==> src/verilog/sdrc_pkg.sv <==
// Package with command encodings, timing constants and register map
package sdrc_pkg;

  localparam int unsigned CLK_MHZ     = 50;
  localparam int unsigned CLK_PER_NS  = 20;
  // Timing figures in nanoseconds
  localparam int unsigned PRE_NS      = 20;   // precharge_period
  localparam int unsigned WREC_NS     = 7;    // write_recovery_delay
  localparam int unsigned ACTMIN_NS   = 45;
  localparam int unsigned RCD_NS      = 20;
  localparam int unsigned REFRESH_NS  = 64000000;
  // Least times round up, none below one cycle
  localparam int unsigned PRE_CYC =
    (PRE_NS + CLK_PER_NS - 1) / CLK_PER_NS;
  localparam int unsigned WREC_CYC =
    (WREC_NS + CLK_PER_NS - 1) / CLK_PER_NS;
  localparam int unsigned ACTMIN_CYC =
    (ACTMIN_NS + CLK_PER_NS - 1) / CLK_PER_NS;
  localparam int unsigned RCD_CYC =
    (RCD_NS + CLK_PER_NS - 1) / CLK_PER_NS;
  localparam int unsigned DATA_ACT_CYC = WREC_CYC + PRE_CYC;
  // Longest stay in power-down rounds down
  localparam int unsigned REFRESH_CYC = REFRESH_NS / CLK_PER_NS;
  localparam int unsigned REFRESH_BURST = 4096;
  // Extra read window cycles while data cross the capture flops
  localparam int unsigned RD_PIPE_CYC = 2;

  // Command pins: chip_select_n, row, column, write strobes
  localparam logic [3:0] CMD_NOP   = 4'h7;
  localparam logic [3:0] CMD_ACT   = 4'h3;
  localparam logic [3:0] CMD_RD    = 4'h5;
  localparam logic [3:0] CMD_WR    = 4'h4;
  localparam logic [3:0] CMD_BST   = 4'h6;
  localparam logic [3:0] CMD_PRE   = 4'h2;
  localparam logic [3:0] CMD_REF   = 4'h1;
  localparam logic [3:0] CMD_MRS   = 4'h0;
  localparam logic [3:0] CMD_DESEL = 4'hF;

  // Order codes written by software
  localparam logic [2:0] OP_ACT  = 3'h0;
  localparam logic [2:0] OP_RD   = 3'h1;
  localparam logic [2:0] OP_WR   = 3'h2;
  localparam logic [2:0] OP_PRE  = 3'h3;
  localparam logic [2:0] OP_BST  = 3'h4;
  localparam logic [2:0] OP_REF  = 3'h5;
  localparam logic [2:0] OP_SELF = 3'h6;
  localparam logic [2:0] OP_PDN  = 3'h7;

  // Register byte offsets
  localparam logic [7:0] REG_CMD    = 8'h00;
  localparam logic [7:0] REG_ADDR   = 8'h04;
  localparam logic [7:0] REG_WDATA  = 8'h08;
  localparam logic [7:0] REG_RDATA  = 8'h0C;
  localparam logic [7:0] REG_STATUS = 8'h10;
  localparam logic [7:0] REG_CFG    = 8'h14;
  // Field positions
  localparam int unsigned CMD_GO_BIT   = 3;
  localparam int unsigned CMD_AP_BIT   = 4;
  localparam int unsigned CMD_EXIT_BIT = 5;
  localparam int unsigned ADDR_COL_LSB = 0;
  localparam int unsigned ADDR_BANK_LSB = 16;
  localparam int unsigned AP_BIT       = 10;
  localparam logic [31:0] CFG_RESET    = 32'h0000_0022;
  localparam int unsigned CFG_LAT_LSB  = 0;
  localparam int unsigned CFG_LEN_LSB  = 4;
  localparam int unsigned CFG_DQM_LSB  = 8;
  localparam logic [7:0]  FULL_PAGE_LEN = 8'h00;

  typedef enum logic [2:0] {
    SDRC_IDLE  = 3'b000,
    SDRC_ISSUE = 3'b001,
    SDRC_WBEAT = 3'b010,
    SDRC_RWAIT = 3'b011,
    SDRC_GAP   = 3'b100,
    SDRC_LOWP  = 3'b101,
    SDRC_WAKE  = 3'b110
  } sdrc_state_t;

endpackage : sdrc_pkg

==> src/verilog/sdrc_apb_if.sv <==
// Interface carrying decoded register accesses between bus and core
`timescale 1ns/1ps
interface sdrc_apb_if;
  logic        wr_stb;
  logic [7:0]  wr_addr;
  logic [31:0] wr_data;
  logic [7:0]  rd_addr;
  logic [31:0] rd_data;
  modport slave (output wr_stb, output wr_addr, output wr_data,
                 output rd_addr, input rd_data);
  modport core  (input wr_stb, input wr_addr, input wr_data,
                 input rd_addr, output rd_data);
endinterface : sdrc_apb_if

==> src/verilog/sdrc_ctrl.sv <==
// SDRAM command controller driving the memory pins from APB orders
// Summary of operation
// - Stop driving data bus a cycle before first read data is due
// - Burst stop is L,H,H,L and only used with full-page bursts
// - No read, write or precharge to bank during auto-precharge burst
// - No auto-precharge at full page; wait precharge period to reopen
// - After auto-precharge write wait recovery plus precharge period
// - Activate to internal precharge lasts at least minimum active time
// - Precharge is L,L,H,L; autoprecharge bit high closes all banks
// - Reactivate after precharge, waiting at least precharge period
// - Self refresh entry L,L,L,H with gate low, only with banks idle
// - Leave power-down within the refresh period
// - Present no-operation on the edge after raising the clock gate
// - Activate, read, write, mode set, refresh encodings as listed
// - First write beat goes with the command, one beat per edge after
`timescale 1ns/1ps
module sdrc_ctrl #(
  parameter int unsigned REFRESH_LIMIT = sdrc_pkg::REFRESH_CYC
) (
  input  wire logic        pclk,
  input  wire logic        presetn,
  input  wire logic        psel,
  input  wire logic        penable,
  input  wire logic        pwrite,
  input  wire logic [7:0]  paddr,
  input  wire logic [31:0] pwdata,
  output logic [31:0]      prdata,
  output logic             pready,
  output logic             pslverr,
  output logic             sd_cs_n,
  output logic             sd_ras_n,
  output logic             sd_cas_n,
  output logic             sd_we_n,
  output logic             sd_cke,
  output logic [1:0]       sd_bank,
  output logic [11:0]      sd_addr,
  output logic [1:0]       sd_dqm,
  output logic [15:0]      sd_dq_out,
  output logic             sd_dq_oe,
  input  wire logic [15:0] sd_dq_in
);
  sdrc_apb_if regs ();

  sdrc_apb_slave u_apb (
    .pclk    (pclk),
    .presetn (presetn),
    .psel    (psel),
    .penable (penable),
    .pwrite  (pwrite),
    .paddr   (paddr),
    .pwdata  (pwdata),
    .prdata  (prdata),
    .pready  (pready),
    .pslverr (pslverr),
    .regs    (regs)
  );

  sdrc_pkg::sdrc_state_t state_reg, state_next;
  logic [31:0] cmdw_reg, addr_reg, wdata_reg, cfg_reg, rdata_reg;
  logic        go_reg, busy_reg, rd_valid_reg, ap_busy_reg;
  logic [3:0]  cmd_reg;
  logic [1:0]  bank_reg, dqm_reg;
  logic [11:0] sdaddr_reg;
  logic [15:0] dq_reg;
  logic        oe_reg, cke_reg;
  logic [8:0]  beat_reg;
  logic [7:0]  wait_reg;
  logic [31:0] lowp_cnt_reg;
  logic [3:0]  open_reg;
  logic [15:0] d1_reg, d2_reg, d3_reg;

  // Decoded order fields
  wire [2:0]  op       = cmdw_reg[2:0];
  wire        ap_req   = cmdw_reg[sdrc_pkg::CMD_AP_BIT];
  wire        full_pg  = cfg_reg[sdrc_pkg::CFG_LEN_LSB +: 8]
                         == sdrc_pkg::FULL_PAGE_LEN;
  wire [8:0]  burst_len = full_pg ? 9'h100
                          : {1'b0, cfg_reg[sdrc_pkg::CFG_LEN_LSB +: 8]};
  wire [2:0]  lat      = cfg_reg[sdrc_pkg::CFG_LAT_LSB +: 3];
  // Auto-precharge is refused in full-page mode
  wire        ap_ok    = ap_req & ~full_pg;
  wire [1:0]  bank_sel = addr_reg[sdrc_pkg::ADDR_BANK_LSB +: 2];
  wire [7:0]  col      = addr_reg[sdrc_pkg::ADDR_COL_LSB +: 8];
  wire        any_open = |open_reg;
  wire        wr_hit   = regs.wr_stb;
  // Last beat of a short burst is the one with index burst_len - 1
  wire        beats_done = ~full_pg & (beat_reg >= burst_len - 9'h001);
  wire        rd_due   = beat_reg == 9'h000;
  // Read window: burst, latency, and the capture flops behind the pins
  wire [8:0]  rd_span  = (full_pg ? 9'h000 : burst_len) + {6'h00, lat}
                         + 9'(sdrc_pkg::RD_PIPE_CYC);
  wire [7:0]  gap_cyc  = (op == sdrc_pkg::OP_PRE) ?
                         8'(sdrc_pkg::PRE_CYC) :
                         (op == sdrc_pkg::OP_ACT) ?
                         8'(sdrc_pkg::ACTMIN_CYC) :
                         (ap_ok & op == sdrc_pkg::OP_WR) ?
                         8'(sdrc_pkg::DATA_ACT_CYC) :
                         (ap_ok) ? 8'(sdrc_pkg::PRE_CYC + 1) : 8'h01;

  // Read mux for software; status shows controller state
  assign regs.rd_data =
    (regs.rd_addr == sdrc_pkg::REG_CMD)    ? cmdw_reg :
    (regs.rd_addr == sdrc_pkg::REG_ADDR)   ? addr_reg :
    (regs.rd_addr == sdrc_pkg::REG_WDATA)  ? wdata_reg :
    (regs.rd_addr == sdrc_pkg::REG_RDATA)  ? rdata_reg :
    (regs.rd_addr == sdrc_pkg::REG_STATUS) ?
      {24'h000000, ap_busy_reg, open_reg, rd_valid_reg, busy_reg,
       go_reg} :
    (regs.rd_addr == sdrc_pkg::REG_CFG)    ? cfg_reg : 32'h0000_0000;

  // Software register writes; a new order sets go
  always_ff @(posedge pclk or negedge presetn) begin
    if (!presetn) begin
      cmdw_reg  <= 32'h0000_0000;
      addr_reg  <= 32'h0000_0000;
      wdata_reg <= 32'h0000_0000;
      cfg_reg   <= sdrc_pkg::CFG_RESET;
    end else if (wr_hit) begin
      if (regs.wr_addr == sdrc_pkg::REG_CMD)   cmdw_reg  <= regs.wr_data;
      if (regs.wr_addr == sdrc_pkg::REG_ADDR)  addr_reg  <= regs.wr_data;
      if (regs.wr_addr == sdrc_pkg::REG_WDATA) wdata_reg <= regs.wr_data;
      if (regs.wr_addr == sdrc_pkg::REG_CFG)   cfg_reg   <= regs.wr_data;
    end
  end

  // Order pending flag: a new order beats the engine's taking of the old
  wire take = (state_reg == sdrc_pkg::SDRC_IDLE) & go_reg;
  wire set_go = wr_hit & (regs.wr_addr == sdrc_pkg::REG_CMD)
                & regs.wr_data[sdrc_pkg::CMD_GO_BIT];
  always_ff @(posedge pclk or negedge presetn) begin
    if (!presetn) go_reg <= 1'b0;
    else          go_reg <= set_go | (go_reg & ~take);
  end

  // Column counter: sequential wraps in block, interleave XORs beat
  wire [7:0] blk_mask = full_pg ? 8'hFF : burst_len[7:0] - 8'h01;
  wire [7:0] seq_col  = (col & ~blk_mask)
                        | ((col + beat_reg[7:0]) & blk_mask);
  wire [7:0] int_col  = col ^ (beat_reg[7:0] & blk_mask);
  wire [7:0] beat_col = cfg_reg[3] ? int_col : seq_col;

  // Main sequencing of commands onto the pins
  always_comb begin
    state_next = state_reg;
    unique case (state_reg)
      sdrc_pkg::SDRC_IDLE:  if (go_reg) state_next = sdrc_pkg::SDRC_ISSUE;
      sdrc_pkg::SDRC_ISSUE: begin
        if (op == sdrc_pkg::OP_WR) state_next = sdrc_pkg::SDRC_WBEAT;
        else if (op == sdrc_pkg::OP_RD) state_next = sdrc_pkg::SDRC_RWAIT;
        else if (op == sdrc_pkg::OP_SELF || op == sdrc_pkg::OP_PDN)
          state_next = sdrc_pkg::SDRC_LOWP;
        else state_next = sdrc_pkg::SDRC_GAP;
      end
      sdrc_pkg::SDRC_WBEAT: if (beats_done | go_reg)
        state_next = sdrc_pkg::SDRC_GAP;
      sdrc_pkg::SDRC_RWAIT: if (rd_due) state_next = sdrc_pkg::SDRC_GAP;
      sdrc_pkg::SDRC_GAP:   if (wait_reg == 8'h00)
        state_next = sdrc_pkg::SDRC_IDLE;
      sdrc_pkg::SDRC_LOWP:  if (cmdw_reg[sdrc_pkg::CMD_EXIT_BIT] |
                                lowp_cnt_reg >= REFRESH_LIMIT - 1)
        state_next = sdrc_pkg::SDRC_WAKE;
      sdrc_pkg::SDRC_WAKE:  state_next = sdrc_pkg::SDRC_GAP;
      default:              state_next = sdrc_pkg::SDRC_IDLE;
    endcase
  end

  // Command to drive in each state
  wire [3:0] order_cmd =
    (op == sdrc_pkg::OP_ACT)  ? sdrc_pkg::CMD_ACT :
    (op == sdrc_pkg::OP_RD)   ? sdrc_pkg::CMD_RD :
    (op == sdrc_pkg::OP_WR)   ? sdrc_pkg::CMD_WR :
    (op == sdrc_pkg::OP_PRE)  ? sdrc_pkg::CMD_PRE :
    (op == sdrc_pkg::OP_BST)  ? (full_pg ? sdrc_pkg::CMD_BST
                                         : sdrc_pkg::CMD_NOP) :
    (op == sdrc_pkg::OP_REF)  ? sdrc_pkg::CMD_REF :
    (op == sdrc_pkg::OP_SELF) ? (any_open ? sdrc_pkg::CMD_NOP
                                          : sdrc_pkg::CMD_REF)
                              : sdrc_pkg::CMD_DESEL;
  // Read, write and precharge orders to any bank are driven as no-operation while auto-precharge is busy
  wire blocked = ap_busy_reg & (op == sdrc_pkg::OP_RD |
                 op == sdrc_pkg::OP_WR | op == sdrc_pkg::OP_PRE);
  wire issuing = state_reg == sdrc_pkg::SDRC_ISSUE;
  wire [3:0] cmd_next = (issuing & ~blocked) ? order_cmd :
                        sdrc_pkg::CMD_NOP;
  wire cke_next = issuing ? ~(op == sdrc_pkg::OP_SELF |
                              op == sdrc_pkg::OP_PDN) :
                  (state_reg == sdrc_pkg::SDRC_LOWP) ?
                  (state_next == sdrc_pkg::SDRC_WAKE) : 1'b1;
  wire [11:0] a_next = issuing ?
    ((op == sdrc_pkg::OP_ACT) ? addr_reg[11:0] :
     (op == sdrc_pkg::OP_PRE) ? {1'b0, ap_req, 10'h000} :
     {1'b0, ap_ok, 2'b00, col}) :
    {4'h0, beat_col};
  wire wr_beat = (issuing & op == sdrc_pkg::OP_WR) |
                 (state_reg == sdrc_pkg::SDRC_WBEAT & ~go_reg &
                  (full_pg | beat_reg < burst_len));
  // The command cycle carries beat zero, later beats their own index
  wire [8:0] beat_idx = issuing ? 9'h000 : beat_reg;

  // Pin registers: data and enable change with each write beat
  always_ff @(posedge pclk or negedge presetn) begin
    if (!presetn) begin
      cmd_reg    <= sdrc_pkg::CMD_NOP;
      cke_reg    <= 1'b1;
      bank_reg   <= 2'b00;
      sdaddr_reg <= 12'h000;
      dqm_reg    <= 2'b11;
      dq_reg     <= 16'h0000;
      oe_reg     <= 1'b0;
    end else begin
      cmd_reg    <= cmd_next;
      cke_reg    <= cke_next;
      bank_reg   <= bank_sel;
      sdaddr_reg <= a_next;
      dqm_reg    <= cfg_reg[sdrc_pkg::CFG_DQM_LSB +: 2];
      dq_reg     <= wdata_reg[15:0] + {7'h00, beat_idx};
      oe_reg     <= wr_beat & ~(issuing & op == sdrc_pkg::OP_RD);
    end
  end

  // Beat counter, wait counter, bank tracking and power-down timer
  always_ff @(posedge pclk or negedge presetn) begin
    if (!presetn) begin
      state_reg     <= sdrc_pkg::SDRC_IDLE;
      beat_reg      <= 9'h000;
      wait_reg      <= 8'h00;
      open_reg      <= 4'h0;
      ap_busy_reg   <= 1'b0;
      lowp_cnt_reg  <= 32'h0000_0000;
      busy_reg      <= 1'b0;
    end else begin
      state_reg <= state_next;
      busy_reg  <= state_next != sdrc_pkg::SDRC_IDLE;
      if (issuing) begin
        beat_reg <= (op == sdrc_pkg::OP_RD) ? rd_span : 9'h001;
        wait_reg <= gap_cyc;
        ap_busy_reg <= ap_ok & (op == sdrc_pkg::OP_RD |
                                op == sdrc_pkg::OP_WR);
        if (op == sdrc_pkg::OP_ACT) open_reg[bank_sel] <= 1'b1;
        if (op == sdrc_pkg::OP_PRE) begin
          if (ap_req) open_reg <= 4'h0;
          else        open_reg[bank_sel] <= 1'b0;
        end
      end else if (state_reg == sdrc_pkg::SDRC_WBEAT) begin
        beat_reg <= beat_reg + 9'h001;
      end else if (state_reg == sdrc_pkg::SDRC_RWAIT) begin
        if (beat_reg != 9'h000) beat_reg <= beat_reg - 9'h001;
      end else if (state_reg == sdrc_pkg::SDRC_GAP) begin
        if (wait_reg != 8'h00) wait_reg <= wait_reg - 8'h01;
        if (wait_reg == 8'h01 && ap_busy_reg) begin
          ap_busy_reg        <= 1'b0;
          open_reg[bank_sel] <= 1'b0;
        end
      end
      if (state_reg == sdrc_pkg::SDRC_LOWP)
        lowp_cnt_reg <= lowp_cnt_reg + 32'h0000_0001;
      else
        lowp_cnt_reg <= 32'h0000_0000;
    end
  end

  // Three flops delay read data by a fixed count; beats change every
  // cycle, so the end of a short burst's read window picks its last beat
  always_ff @(posedge pclk or negedge presetn) begin
    if (!presetn) begin
      d1_reg <= 16'h0000;
      d2_reg <= 16'h0000;
      d3_reg <= 16'h0000;
      rdata_reg <= 32'h0000_0000;
      rd_valid_reg <= 1'b0;
    end else begin
      d1_reg <= sd_dq_in;
      d2_reg <= d1_reg;
      d3_reg <= d2_reg;
      if (state_reg == sdrc_pkg::SDRC_RWAIT && rd_due) begin
        rdata_reg    <= {16'h0000, d3_reg};
        rd_valid_reg <= 1'b1;
      end else if (issuing) begin
        rd_valid_reg <= 1'b0;
      end
    end
  end

  assign sd_cs_n   = cmd_reg[3];
  assign sd_ras_n  = cmd_reg[2];
  assign sd_cas_n  = cmd_reg[1];
  assign sd_we_n   = cmd_reg[0];
  assign sd_cke    = cke_reg;
  assign sd_bank   = bank_reg;
  assign sd_addr   = sdaddr_reg;
  assign sd_dqm    = dqm_reg;
  assign sd_dq_out = dq_reg;
  assign sd_dq_oe  = oe_reg;

  // Checks on pin behaviour
  precharge_gap_a: assert property (@(posedge pclk) disable iff (!presetn)
    cmd_reg == sdrc_pkg::CMD_PRE |=> cmd_reg != sdrc_pkg::CMD_ACT)
    else $error("activate too soon after precharge");
  wake_nop_a: assert property (@(posedge pclk) disable iff (!presetn)
    $rose(cke_reg) |=> cmd_reg == sdrc_pkg::CMD_NOP)
    else $error("no nop after clock gate rise");
  self_idle_a: assert property (@(posedge pclk) disable iff (!presetn)
    (cmd_reg == sdrc_pkg::CMD_REF && !cke_reg) |-> $past(open_reg) == 4'h0)
    else $error("self refresh with open bank");
  fullpage_ap_a: assert property (@(posedge pclk) disable iff (!presetn)
    (cmd_reg == sdrc_pkg::CMD_WR && full_pg) |-> !sdaddr_reg[10])
    else $error("auto-precharge in full page");
  stop_legal_a: assert property (@(posedge pclk) disable iff (!presetn)
    cmd_reg == sdrc_pkg::CMD_BST |-> full_pg)
    else $error("burst stop outside full page");
  read_float_a: assert property (@(posedge pclk) disable iff (!presetn)
    cmd_reg == sdrc_pkg::CMD_RD |-> !oe_reg ##1 !oe_reg)
    else $error("bus driven into read");
  ap_hold_a: assert property (@(posedge pclk) disable iff (!presetn)
    ap_busy_reg |-> cmd_reg != sdrc_pkg::CMD_PRE)
    else $error("precharge during auto-precharge");
  lowp_bound_a: assert property (@(posedge pclk) disable iff (!presetn)
    lowp_cnt_reg < REFRESH_LIMIT + 2)
    else $error("power-down too long");
  write_cov: cover property (@(posedge pclk) cmd_reg == sdrc_pkg::CMD_WR);
  read_cov: cover property (@(posedge pclk) cmd_reg == sdrc_pkg::CMD_RD);
  lowp_cov: cover property (@(posedge pclk) $rose(cke_reg));
endmodule : sdrc_ctrl

==> src/verilog/sdrc_apb_slave.sv <==
// APB slave front end: one wait-free access, read data from a register
`timescale 1ns/1ps
module sdrc_apb_slave (
  input  wire logic        pclk,
  input  wire logic        presetn,
  input  wire logic        psel,
  input  wire logic        penable,
  input  wire logic        pwrite,
  input  wire logic [7:0]  paddr,
  input  wire logic [31:0] pwdata,
  output logic [31:0]      prdata,
  output logic             pready,
  output logic             pslverr,
  sdrc_apb_if.slave        regs
);
  logic [31:0] prdata_reg;
  wire         access = psel & penable;

  // Every access completes in its first access cycle
  assign pready       = 1'b1;
  assign pslverr      = 1'b0;
  assign regs.wr_stb  = access & pwrite;
  assign regs.wr_addr = paddr;
  assign regs.wr_data = pwdata;
  assign regs.rd_addr = paddr;
  assign prdata       = prdata_reg;

  // Capture read data during setup so it is stable in the access cycle
  always_ff @(posedge pclk or negedge presetn) begin
    if (!presetn) begin
      prdata_reg <= 32'h0000_0000;
    end else if (psel & ~penable & ~pwrite) begin
      prdata_reg <= regs.rd_data;
    end
  end
endmodule : sdrc_apb_slave

==> config.mk <==
export PLATFORM = sky130hd
export DESIGN_NAME = sdrc_ctrl
export DESIGN_NICKNAME = d
export VERILOG_FILES = /design/src/verilog/sdrc_pkg.sv /design/src/verilog/sdrc_apb_if.sv /design/src/verilog/sdrc_ctrl.sv /design/src/verilog/sdrc_apb_slave.sv
export SDC_FILE = /design/constraint.sdc
export NUM_CORES = 1
export LEC_CHECK = 0
export BUFFER_PORTS_ARGS = -buffer_cell sky130_fd_sc_hd__buf_2
export CAP_MARGIN = 20
export CORE_MARGIN = 10
export CORE_UTILIZATION = 50
export CTS_BUF_LIST = sky130_fd_sc_hd__clkbuf_16
export DETAILED_ROUTE_END_ITERATION = 10
export GPL_ROUTABILITY_DRIVEN = 1
export GPL_TIMING_DRIVEN = 0
export MAX_ROUTING_LAYER = met4
export PLACE_DENSITY = 0.69
export SLEW_MARGIN = 20
export SYNTH_ARGS = -nofsm -noshare
export SYNTH_HDL_FRONTEND = slang
export SYNTH_SLANG_ARGS = --single-unit
==> constraint.sdc <==
create_clock -name pclk -period 4.8 [get_ports pclk]
set_input_delay 0.96 -clock pclk [delete_from_list [all_inputs] [get_ports pclk]]
set_output_delay 0.96 -clock pclk [all_outputs]
set_load 0.05 [all_outputs]
==> flow_metrics.tcl, run 1 <==
set metrics [dict create \
    status "completed" \
    start_kind "flop" \
    synth_most_common_cell "dfrtp_1" \
    avgSynthCellArea_sq_um 10.9 \
    maxCapViolations 0 \
    area.growth.synth_to_final_pct 15.1 \
    grt_pass1_vias 12000 \
    crit_fanout 10 \
    track_usage_pct 22.2 \
    relSlewSlack_pct 41.6 \
    fin_crit_sh_pct 88.9 \
    grt_overflow 0 \
    cts_tree "built" \
    viasPerCell 5.83 \
    busiest_layer "met2" \
    hold_path_end "d2_reg[3]$_DFF_PN0_" \
    grt_max_degree 94 \
    synth_top_area_share_pct 50.5 \
    vdd_drop_max_uv 247 \
    num_vias 11800 \
    drt_first_iter_violations 935 \
    setup_viol 0 \
    start_util_pct 50.8 \
    cts_hold_buffers 0 \
    rows 64 \
    fillCellCount 2621 \
    synth.area.top_cells "dfrtp_1, mux2_2, ha_1, o21ai_0, mux2_4" \
    grt.met3_usage_pct 3.29 \
    clock_sinks 322 \
    clk_path_buf_depth 3 \
    dr.pass1.iters 5 \
    rr_worst_depth 15 \
    synthCells 1430 \
    max_freq_mhz 234 \
    hold_class "flop to flop" \
    drc 0 \
    die_h_microns 196 \
    grt_pass1_wl_mm 67.0 \
    cts_resized 0 \
    ys_top_cells_by_count "dfrtp_1, nor2_1, nand2_1" \
    yosysUniqueCellTypes 79 \
    ant_nets 0 \
    fin_skew_ns 0.0128 \
    ys_seq_area_share_pct 51.8 \
    antenna_found_initial 3 \
    grt.met2_usage_pct 35.3 \
    cp.arrival_ns 4.66 \
    finish.net_count 1718 \
    power_leakage_nw 8.57 \
    port-buffer-count 130 \
    reg2reg_slack_ns 0.53 \
    place_congestion 0.953 \
    io_pins 133 \
    netlist_area_sq_um 15600 \
    timing.rr.start "state_reg[0]$_DFF_PN0_" \
    fin_crit_ns 4.27 \
    rsz0062_at_grt "no" \
    final_hold_viol_count 0 \
    synth_top_cell_by_area "dfrtp_1" \
    clkLatencyLatePin_ns 0.52 \
    cts_setup_buffers 0 \
    wl_per_cell_microns 20.7 \
    end_kind "flop" \
    hpwl_mm 30.7 \
    synthFlopType "dfrtp_1" \
    synth-seq-cells 322 \
    hold_start "d1_reg[3]$_DFF_PN0_" \
    dieArea_sq_um 38600 \
    fp.dieW_microns 196 \
    synth-edff-count 0 \
    routed_wl_mm 42.0 \
    path_class "flop to flop" \
    path_clk_slew_ns 0.06 \
    use_met1_pct 29.1 \
    root_buffer "clkbuf_16" \
    p_per_area_nw_per_um2 333 \
    required_ns 5.19 \
    hold_depth 0 \
    total_power_w 0.00596 \
    worstReg2RegEnd "sd_dq_out[12]$_DFF_PN0_" \
    setup_tns_ns 0 \
    worst_pin_slew_ns 0.877 \
    drive_gt1_share_pct 21.2 \
    ys_warn_count 0 \
    ctsHtreeMaxLevel 2 \
    cts_buffers 35 \
    async_reset_ff_share_pct 100 \
    slew_viol_final 0 \
    core_area_sq_um 30700 \
]
==> placed cells by master (no fill, tap or decap), types with 9 or more instances in the layout <==
master     count
buf_2        146
inv_1         68
a21o_1         9
nor4_1        11
mux2i_1       18
nand4_1       12
and3_1        22
mux2_4        29
dfrtp_1      314
a31oi_1       17
nand3_1       32
xor2_1        35
a21oi_1       78
ha_1          52
mux2_2        79
nor2_1       116
xnor2_1       29
a22o_1         9
a221oi_1      10
o21ai_0      104
o211ai_1      14
a211oi_1       9
clkbuf_16     37
a221o_1       16
and2_1        12
nand2_1      109
clkbuf_1      47
nor3_1        19
==> critical path, cell delays in order (launching register included) <==
cell and delay (ns):
dfrtp_1 0.32, clkbuf_1 0.28, nand2b_1 0.12, nor2_1 0.42, clkbuf_1 0.46, clkbuf_1 0.62, nor2_1 0.10, ha_1 0.26
inv_1 0.08, fa_1 0.20, nor2b_1 0.05, o21ai_0 0.18, a21boi_0 0.19, o211ai_1 0.55, a2111o_1 0.24, nand3_1 0.06
==> through the flow <==
step	utilization (%)	std cells	area, sq um	hold WS, ns	worst slack [ns]
6_report	58.4	2024	17900	0.343	0.532
5_1_grt	58.4	2024	17900	0.351	0.183
4_1_cts	58.4	2021	17900	0.346	0.560
3_5_place_dp	54.8	1960	16800	0.335	0.636
3_3_place_gp	54.5	1957	16700	0.332	-3.27
2_1_floorplan	-	1431	15600	0.331	1.81
==> per-layer routing <==
metal	vias up	wire length, microns
met5	-	0
met4	0	1050
met3	69	2510
met2	404	20000
met1	5879	18400
li1	5447	-
==> final cells by class <==
class	instances	area, sq um	share of cell area, %
Antenna cell	3	7.51	0.0419
Buffer	76	359	2.00
Clock buffer	37	926	5.17
Clock inverter	24	180	1.01
Inverter	61	229	1.28
Multi-Input combinational cell	972	6910	38.6
Sequential cell	322	8070	45.0
Tap cell	396	495	2.76
Timing Repair Buffer	133	743	4.15
==> how the worst max path moves through the flow <==
| stage | start | endpoint | slack [ns] | cells past startpoint |
|---|---|---|---|---|
| 2_1_floorplan | state_reg[0]$_DFF_PN0_ | sd_dq_out[14]$_DFF_PN0_ | 1.81 | 13 |
| 3_3_place_gp | presetn | u_apb.prdata[23]$_DFFE_PN0P_ | -3.27 | 1 |
| 3_5_place_dp | state_reg[0]$_DFF_PN0_ | sd_dq_out[12]$_DFF_PN0_ | 0.64 | 15 |
| 4_1_cts | state_reg[0]$_DFF_PN0_ | sd_dq_out[12]$_DFF_PN0_ | 0.56 | 15 |
| 5_1_grt | state_reg[0]$_DFF_PN0_ | sd_dq_out[12]$_DFF_PN0_ | 0.18 | 15 |
| 6_report | state_reg[0]$_DFF_PN0_ | sd_dq_out[12]$_DFF_PN0_ | 0.53 | 15 |
==> power by group <==
part | switching [W] | internal, W | leakage, nW
clock | 0.00109 | 0.00151 | 0.573
combinational | 0.000314 | 0.000160 | 3.87
sequential | 0.0000808 | 0.00281 | 4.13
==> logic make-up after synthesis <==
kind of cell	count (synthesis)	share of synthesized area, %
compound gates	324	13.2
simple gates	392	12.6
other cells	2	0.0482
flops	322	51.8
xor+xnor	64	3.60
buf+inv	137	3.78
mux	133	10.2
fa+ha+maj	56	4.69
Power figures use the tool's default switching activity.
==> inputs of run 2 (changes only) <==
--- a/config.mk
+++ b/config.mk
@@ -14,7 +14,7 @@
 export GPL_ROUTABILITY_DRIVEN = 1
 export GPL_TIMING_DRIVEN = 0
 export MAX_ROUTING_LAYER = met4
-export PLACE_DENSITY = 0.69
+export PLACE_DENSITY = 0.8
 export SLEW_MARGIN = 20
 export SYNTH_ARGS = -nofsm -noshare
 export SYNTH_HDL_FRONTEND = slang
==> constraint.sdc (replaced) <==
create_clock -name pclk -period 4.8 [get_ports pclk]
set_input_delay 0.24 -clock pclk [delete_from_list [all_inputs] [get_ports pclk]]
set_output_delay 0.24 -clock pclk [all_outputs]
set_load 0.05 [all_outputs]
==> run 2 against run 1 <==
- via count is 4.1% higher
- clock skew is 0.0056 ns higher
- final area is 1.9% higher
- global-route usage is 0.34 points higher
- total power is 1.5% higher
- register-to-register slack better by 0.02 ns
- setup slack better by 0.019 ns
- die area stayed put
- hold slack worse by 0.34 ns
- sequential share of layout area is 0.84 points lower
- combinational power is 5.5% higher
- critical endpoint unchanged
- highest routed layer unchanged
==> flow_metrics.tcl, run 2 (same netlist as run 1, synthesis figures left out) <==
set metrics [dict create \
    status "completed" \
    pwr-share-comb_pct 8.3 \
    cp_common_cell "clkbuf_1" \
    ant_nets 0 \
    start_kind "flop" \
    path_class "flop to flop" \
    worst_pin_slew_ns 0.863 \
    place_inst 1960 \
    vdd_drop_max_uv 286 \
    cts_tree "built" \
    p_int_w 0.00454 \
    path_cells "clkbuf_1 > nand2b_1 > nor2_1 > clkbuf_1 > clkbuf_1 > nor2_1 > ha_1 > inv_1 > fa_1 > nor2b_1 > o21ai_0 > a21boi_0 > o211ai_1 > a2111o_1 > nand3_1" \
    switching_share_pct 25.0 \
    clk_path_buf_depth 3 \
    root_buffer "clkbuf_16" \
    p_per_area_nw_per_um2 331 \
    start_util_pct 50.8 \
    clock_sinks 322 \
    clkLatencyLatePin_ns 0.53 \
    viasPerCell 5.96 \
    drt_first_iter_violations 1159 \
    fin_skew_ns 0.0183 \
    dieArea_sq_um 38600 \
    end_kind "flop" \
    hold_class "input pin to flop" \
    rsz0062_at_grt "no" \
    pwr-share-seq_pct 47.6 \
    routed_wl_mm 43.2 \
    total_power_w 0.00605 \
    p_clk_share_pct 44.1 \
    relSlewSlack_pct 42.5 \
    maxCapViolations 0 \
    crit_fanout 10 \
    track_usage_pct 22.5 \
    mostFrequentLayoutCells "dfrtp_1, buf_2, nor2_1" \
    area.growth.synth_to_final_pct 17.3 \
    drc 0 \
    rows 64 \
    crit_family "buffers and inverters" \
    port-buffer-count 130 \
    setup_viol 0 \
    required_ns 5.20 \
    fin_util_pct 59.5 \
    max_freq_mhz 235 \
    die_h_microns 196 \
    p_switching_w 0.00151 \
    ctsHtreeMaxLevel 2 \
    holdWs_ns 0.00170 \
    place_congestion 0.965 \
    path_buf_inv 4 \
    final_hold_viol_count 0 \
    cts_buffers 35 \
    final_common_cell "dfrtp_1" \
    grt_overflow 0 \
    wl_per_cell_microns 21.0 \
    fin_crit_ns 4.25 \
    power_leakage_nw 8.72 \
    grt_max_degree 100 \
    num_vias 12300 \
    fp.dieW_microns 196 \
    dr.pass1.iters 5 \
    worst_path_max_delay_cell "clkbuf_1" \
    slew_viol_final 0 \
    antenna_found_initial 6 \
    grt_pass1_wl_mm 68.3 \
    fin_crit_sh_pct 88.5 \
    hpwl_mm 30.9 \
    fin_cells 2061 \
    io_pins 133 \
    drive_gt1_share_pct 20.8 \
    setup_tns_ns 0 \
    core_area_sq_um 30700 \
    cp.arrival_ns 4.65 \
    cts_resized 0 \
    max_stage_delay_ns 0.63 \
    path_clk_slew_ns 0.06 \
    finish.net_count 1750 \
    grt_pass1_vias 12400 \
]
-- run 2: cell types whose count changed in the layout (fill, tap and decap cells not counted) --
cell	change
diode_2	+4
clkbuf_16	-2
clkinv_1	-2
clkinv_4	-1
bufinv_16	+2
clkinv_2	+2
dlygate4sd3_1	+32
inv_1	+2
-- run 2: cell type report --
type	count	area, sq um
flip-flops and latches	322	8070
repair buffers	165	1060
diodes	7	17.5
inverters	61	229
multi-input cells	972	6910
clock inverters	27	241
fillers	2498	12400
plain buffers	76	359
well taps	396	495
clock buffers	35	876
-- run 2: path summary, 6_finish.rpt --
path                                             start                        end  slack, ns  depth (start not counted)
worst max-delay path            state_reg[0]$_DFF_PN0_    sd_dq_out[12]$_DFF_PN0_       0.55                         15
worst min-delay path                        pwdata[12]  wdata_reg[12]$_DFFE_PN0P_      0.002                          3
worst max register to register  state_reg[0]$_DFF_PN0_    sd_dq_out[12]$_DFF_PN0_       0.55                         15
worst min register to register     d2_reg[9]$_DFF_PN0_        d3_reg[9]$_DFF_PN0_       0.34                          0
max in group asynchronous                      presetn       d2_reg[13]$_DFF_PN0_       3.31                          4
min in group asynchronous                      presetn       sd_addr[6]$_DFF_PN0_       0.22                          2
-- run 2: power groups by stage --
stage	registers [W]	clock network [W]	logic, W
2_1_floorplan	0.00298	0	0.000216
3_3_place_gp	0.00292	0	0.000455
3_5_place_dp	0.00293	0	0.000477
4_1_cts	0.00288	0.00269	0.000501
5_1_grt	0.00289	0.00280	0.000550
6_report	0.00288	0.00267	0.000499
-- run 2: what timing repair did --
action,4_1_cts,5_1_grt
setup buffers,0,0
hold buffers,32,0
hold endpoints to repair,108,0
-- run 2: worst min-delay path, cell delays in order --
cell	delay, ns
buf_2	0.12
nand2_1	0.06
o21ai_0	0.06
-- run 2: routing by layer --
metal  GRT usage, %  routed length [microns]  part of all wire (%)  up-vias
li1               -                        -                     -     5494
met1           28.8                    18000                    42     6145
met2           35.7                    20400                    47      534
met3           3.95                     3410                   7.9      105
met4           7.41                     1400                   3.2        0
met5              -                        0                     0        -
-- run 2: per-stage QoR --
stage                     setup WS, ns  instance area (sq um)
after global placement           -2.42                  16700
after global routing             0.230                  18300
final                            0.551                  18300
after detailed placement         0.674                  16800
after floorplan                   1.81                  15600
after CTS                        0.630                  18200
==> inputs of run 3 (changes only) <==
--- a/config.mk
+++ b/config.mk
@@ -8,14 +8,12 @@
 export BUFFER_PORTS_ARGS = -buffer_cell sky130_fd_sc_hd__buf_2
 export CAP_MARGIN = 20
 export CORE_MARGIN = 10
-export CORE_UTILIZATION = 50
+export CORE_UTILIZATION = 36
 export CTS_BUF_LIST = sky130_fd_sc_hd__clkbuf_16
 export DETAILED_ROUTE_END_ITERATION = 10
 export GPL_ROUTABILITY_DRIVEN = 1
 export GPL_TIMING_DRIVEN = 0
-export MAX_ROUTING_LAYER = met4
-export PLACE_DENSITY = 0.8
-export SLEW_MARGIN = 20
+export PLACE_DENSITY = 0.64
 export SYNTH_ARGS = -nofsm -noshare
 export SYNTH_HDL_FRONTEND = slang
 export SYNTH_SLANG_ARGS = --single-unit
==> run 3 against run 2 <==
- cell count up 9.8%
- flip-flop and latch count is the same
- critical path type unchanged
- routed wire length is 2.0% higher
- hold slack better by 0.015 ns
- first-iteration DRC count decreased by 24%
- clock-buffer cell count up 4
- maximum frequency is 1.8% higher
- clock power is 6% higher
==> flow_metrics.tcl, run 3 (same netlist as run 1, synthesis figures left out) <==
set metrics [dict create \
    maxCapViolations 0 \
    path_cells "clkbuf_1 > nand2b_1 > nor2_1 > clkbuf_1 > clkbuf_1 > nor2_1 > ha_1 > inv_1 > fa_1 > nor2b_1 > o21ai_0 > a21boi_0 > o211ai_1 > a2111o_1 > nand3_1" \
    dr.pass1.iters 6 \
    drive_gt1_share_pct 20.9 \
    start_util_pct 36.3 \
    place_congestion 0.905 \
    ctsHtreeMaxLevel 2 \
    fin_skew_ns 0.0260 \
    track_usage_pct 16.5 \
    hold_class "input pin to flop" \
    fin_crit_ns 4.17 \
    die_h_microns 228 \
    drt_first_iter_violations 882 \
    path_class "flop to flop" \
    max_stage_delay_ns 0.55 \
    cp.arrival_ns 4.57 \
    hold_start "pwdata[3]" \
    grt_overflow 0 \
    crit_fanout 10 \
    reg2reg_slack_ns 0.63 \
    path_clk_slew_ns 0.06 \
    setup_viol 0 \
    grt_pass1_vias 12100 \
    status "completed" \
    rsz0062_at_grt "no" \
    clk_path_buf_depth 3 \
    timing.rr.start "state_reg[0]$_DFF_PN0_" \
    io_pins 133 \
    area.growth.synth_to_final_pct 20.2 \
    cts_tree "built" \
    rr_worst_depth 15 \
    clkLatencyLatePin_ns 0.54 \
    vdd_drop_max_uv 299 \
    root_buffer "clkbuf_16" \
    fin_crit_sh_pct 86.9 \
    fin_area_sq_um 18700 \
    worst_pin_slew_ns 0.827 \
    fp.dieW_microns 228 \
    final_common_cell "dfrtp_1" \
    startpoint "state_reg[0]$_DFF_PN0_" \
    multiInputGateArea_sq_um 6910 \
    num_vias 12000 \
    grt_pass1_wl_mm 69.1 \
    slew_viol_final 0 \
    mostFrequentLayoutCells "dfrtp_1, buf_2, nor2_1" \
    antenna_found_initial 1 \
    cts_resized 0 \
    drc 0 \
    cp_common_cell "clkbuf_1" \
    ant_nets 0 \
    grt_max_degree 111 \
    max_freq_mhz 240 \
    worst_slack_ns 0.627 \
    end_kind "flop" \
    routed_wl_mm 44.1 \
    final_hold_viol_count 0 \
    regArea_sq_um 8070 \
    port-buffer-count 130 \
    p_per_area_nw_per_um2 333 \
    viasPerCell 5.29 \
    required_ns 5.20 \
    hold_path_end "addr_reg[3]$_DFFE_PN0P_" \
    place_ws_ns 0.695 \
    hold_depth 3 \
    power_leakage_nw 8.79 \
    start_kind "flop" \
    core_area_sq_um 42900 \
    finish.net_count 1765 \
    post_dp_cell_area_sq_um 17000 \
    clock_sinks 322 \
    dieArea_sq_um 52000 \
    fillCellCount 4086 \
    hpwl_mm 32.1 \
    worst_path_max_delay_cell "clkbuf_1" \
    wl_per_cell_microns 19.5 \
    rows 76 \
    worstReg2RegEnd "sd_dq_out[14]$_DFF_PN0_" \
    relSlewSlack_pct 44.9 \
    cts_buffers 37 \
]
-- run 3: final cells by class --
cell class	count	share of cell area, %
flip-flops and latches	322	43.1
inverters	61	1.22
repair buffers	178	6.38
diodes	1	0.0134
multi-input cells	972	36.9
well taps	585	3.91
clock buffers	39	5.21
plain buffers	76	1.92
clock inverters	29	1.30
-- run 3: metrics by stage --
stage,TNS [ns],power (W),cells,util (%),hold slack [ns]
after floorplan,0,0.00320,1431,-,-0.0556
after global placement,-808.96,0.00339,2146,39.5,0.332
after detailed placement,0,0.00342,2149,39.7,0.137
after CTS,0,0.00629,2262,43.6,0.000840
after global routing,0,0.00646,2263,43.6,0.0160
final,0,0.00623,2263,43.6,0.0172
-- run 3: what timing repair did --
item / in CTS / in global routing
hold buffers: 45 / 0
setup endpoints to repair: 0 / 0
endpoints found under the hold margin: 147 / 0
setup buffers: 0 / 0
-- run 3: how the worst max path moves through the flow --
stage	end	cells after the start	slack, ns
floorplan	sd_dq_out[14]$_DFF_PN0_	13	1.81
global placement	sd_addr[5]$_DFF_PN0_	1	-2.60
detailed placement	sd_dq_out[14]$_DFF_PN0_	15	0.70
CTS	sd_dq_out[14]$_DFF_PN0_	15	0.67
global route	sd_dq_out[14]$_DFF_PN0_	15	0.35
finish	sd_dq_out[14]$_DFF_PN0_	15	0.63
-- run 3: metal layers --
metal / up-vias / global-route usage, % / part of all wire, %
li1: 5524 / - / -
met1: 6005 / 21.3 / 44
met2: 363 / 27.0 / 47
met3: 68 / 3.36 / 6.0
met4: 0 / 5.44 / 2.6
met5: - / 0 / 0
-- run 3: critical path: cells and delay by family, from the launching register on --
kind            cells  cell delay, ns
compound gates      4            1.16
fa+ha+maj           2            0.45
buf+inv             4            1.45
flops               1            0.32
simple gates        5            0.68
-- run 3: report_power, final --
part           leakage [nW]  switching, W  internal, W
registers              4.13     0.0000796      0.00281
clock network         0.609       0.00114      0.00169
logic                  4.06      0.000325     0.000184
total                  8.79       0.00155      0.00468
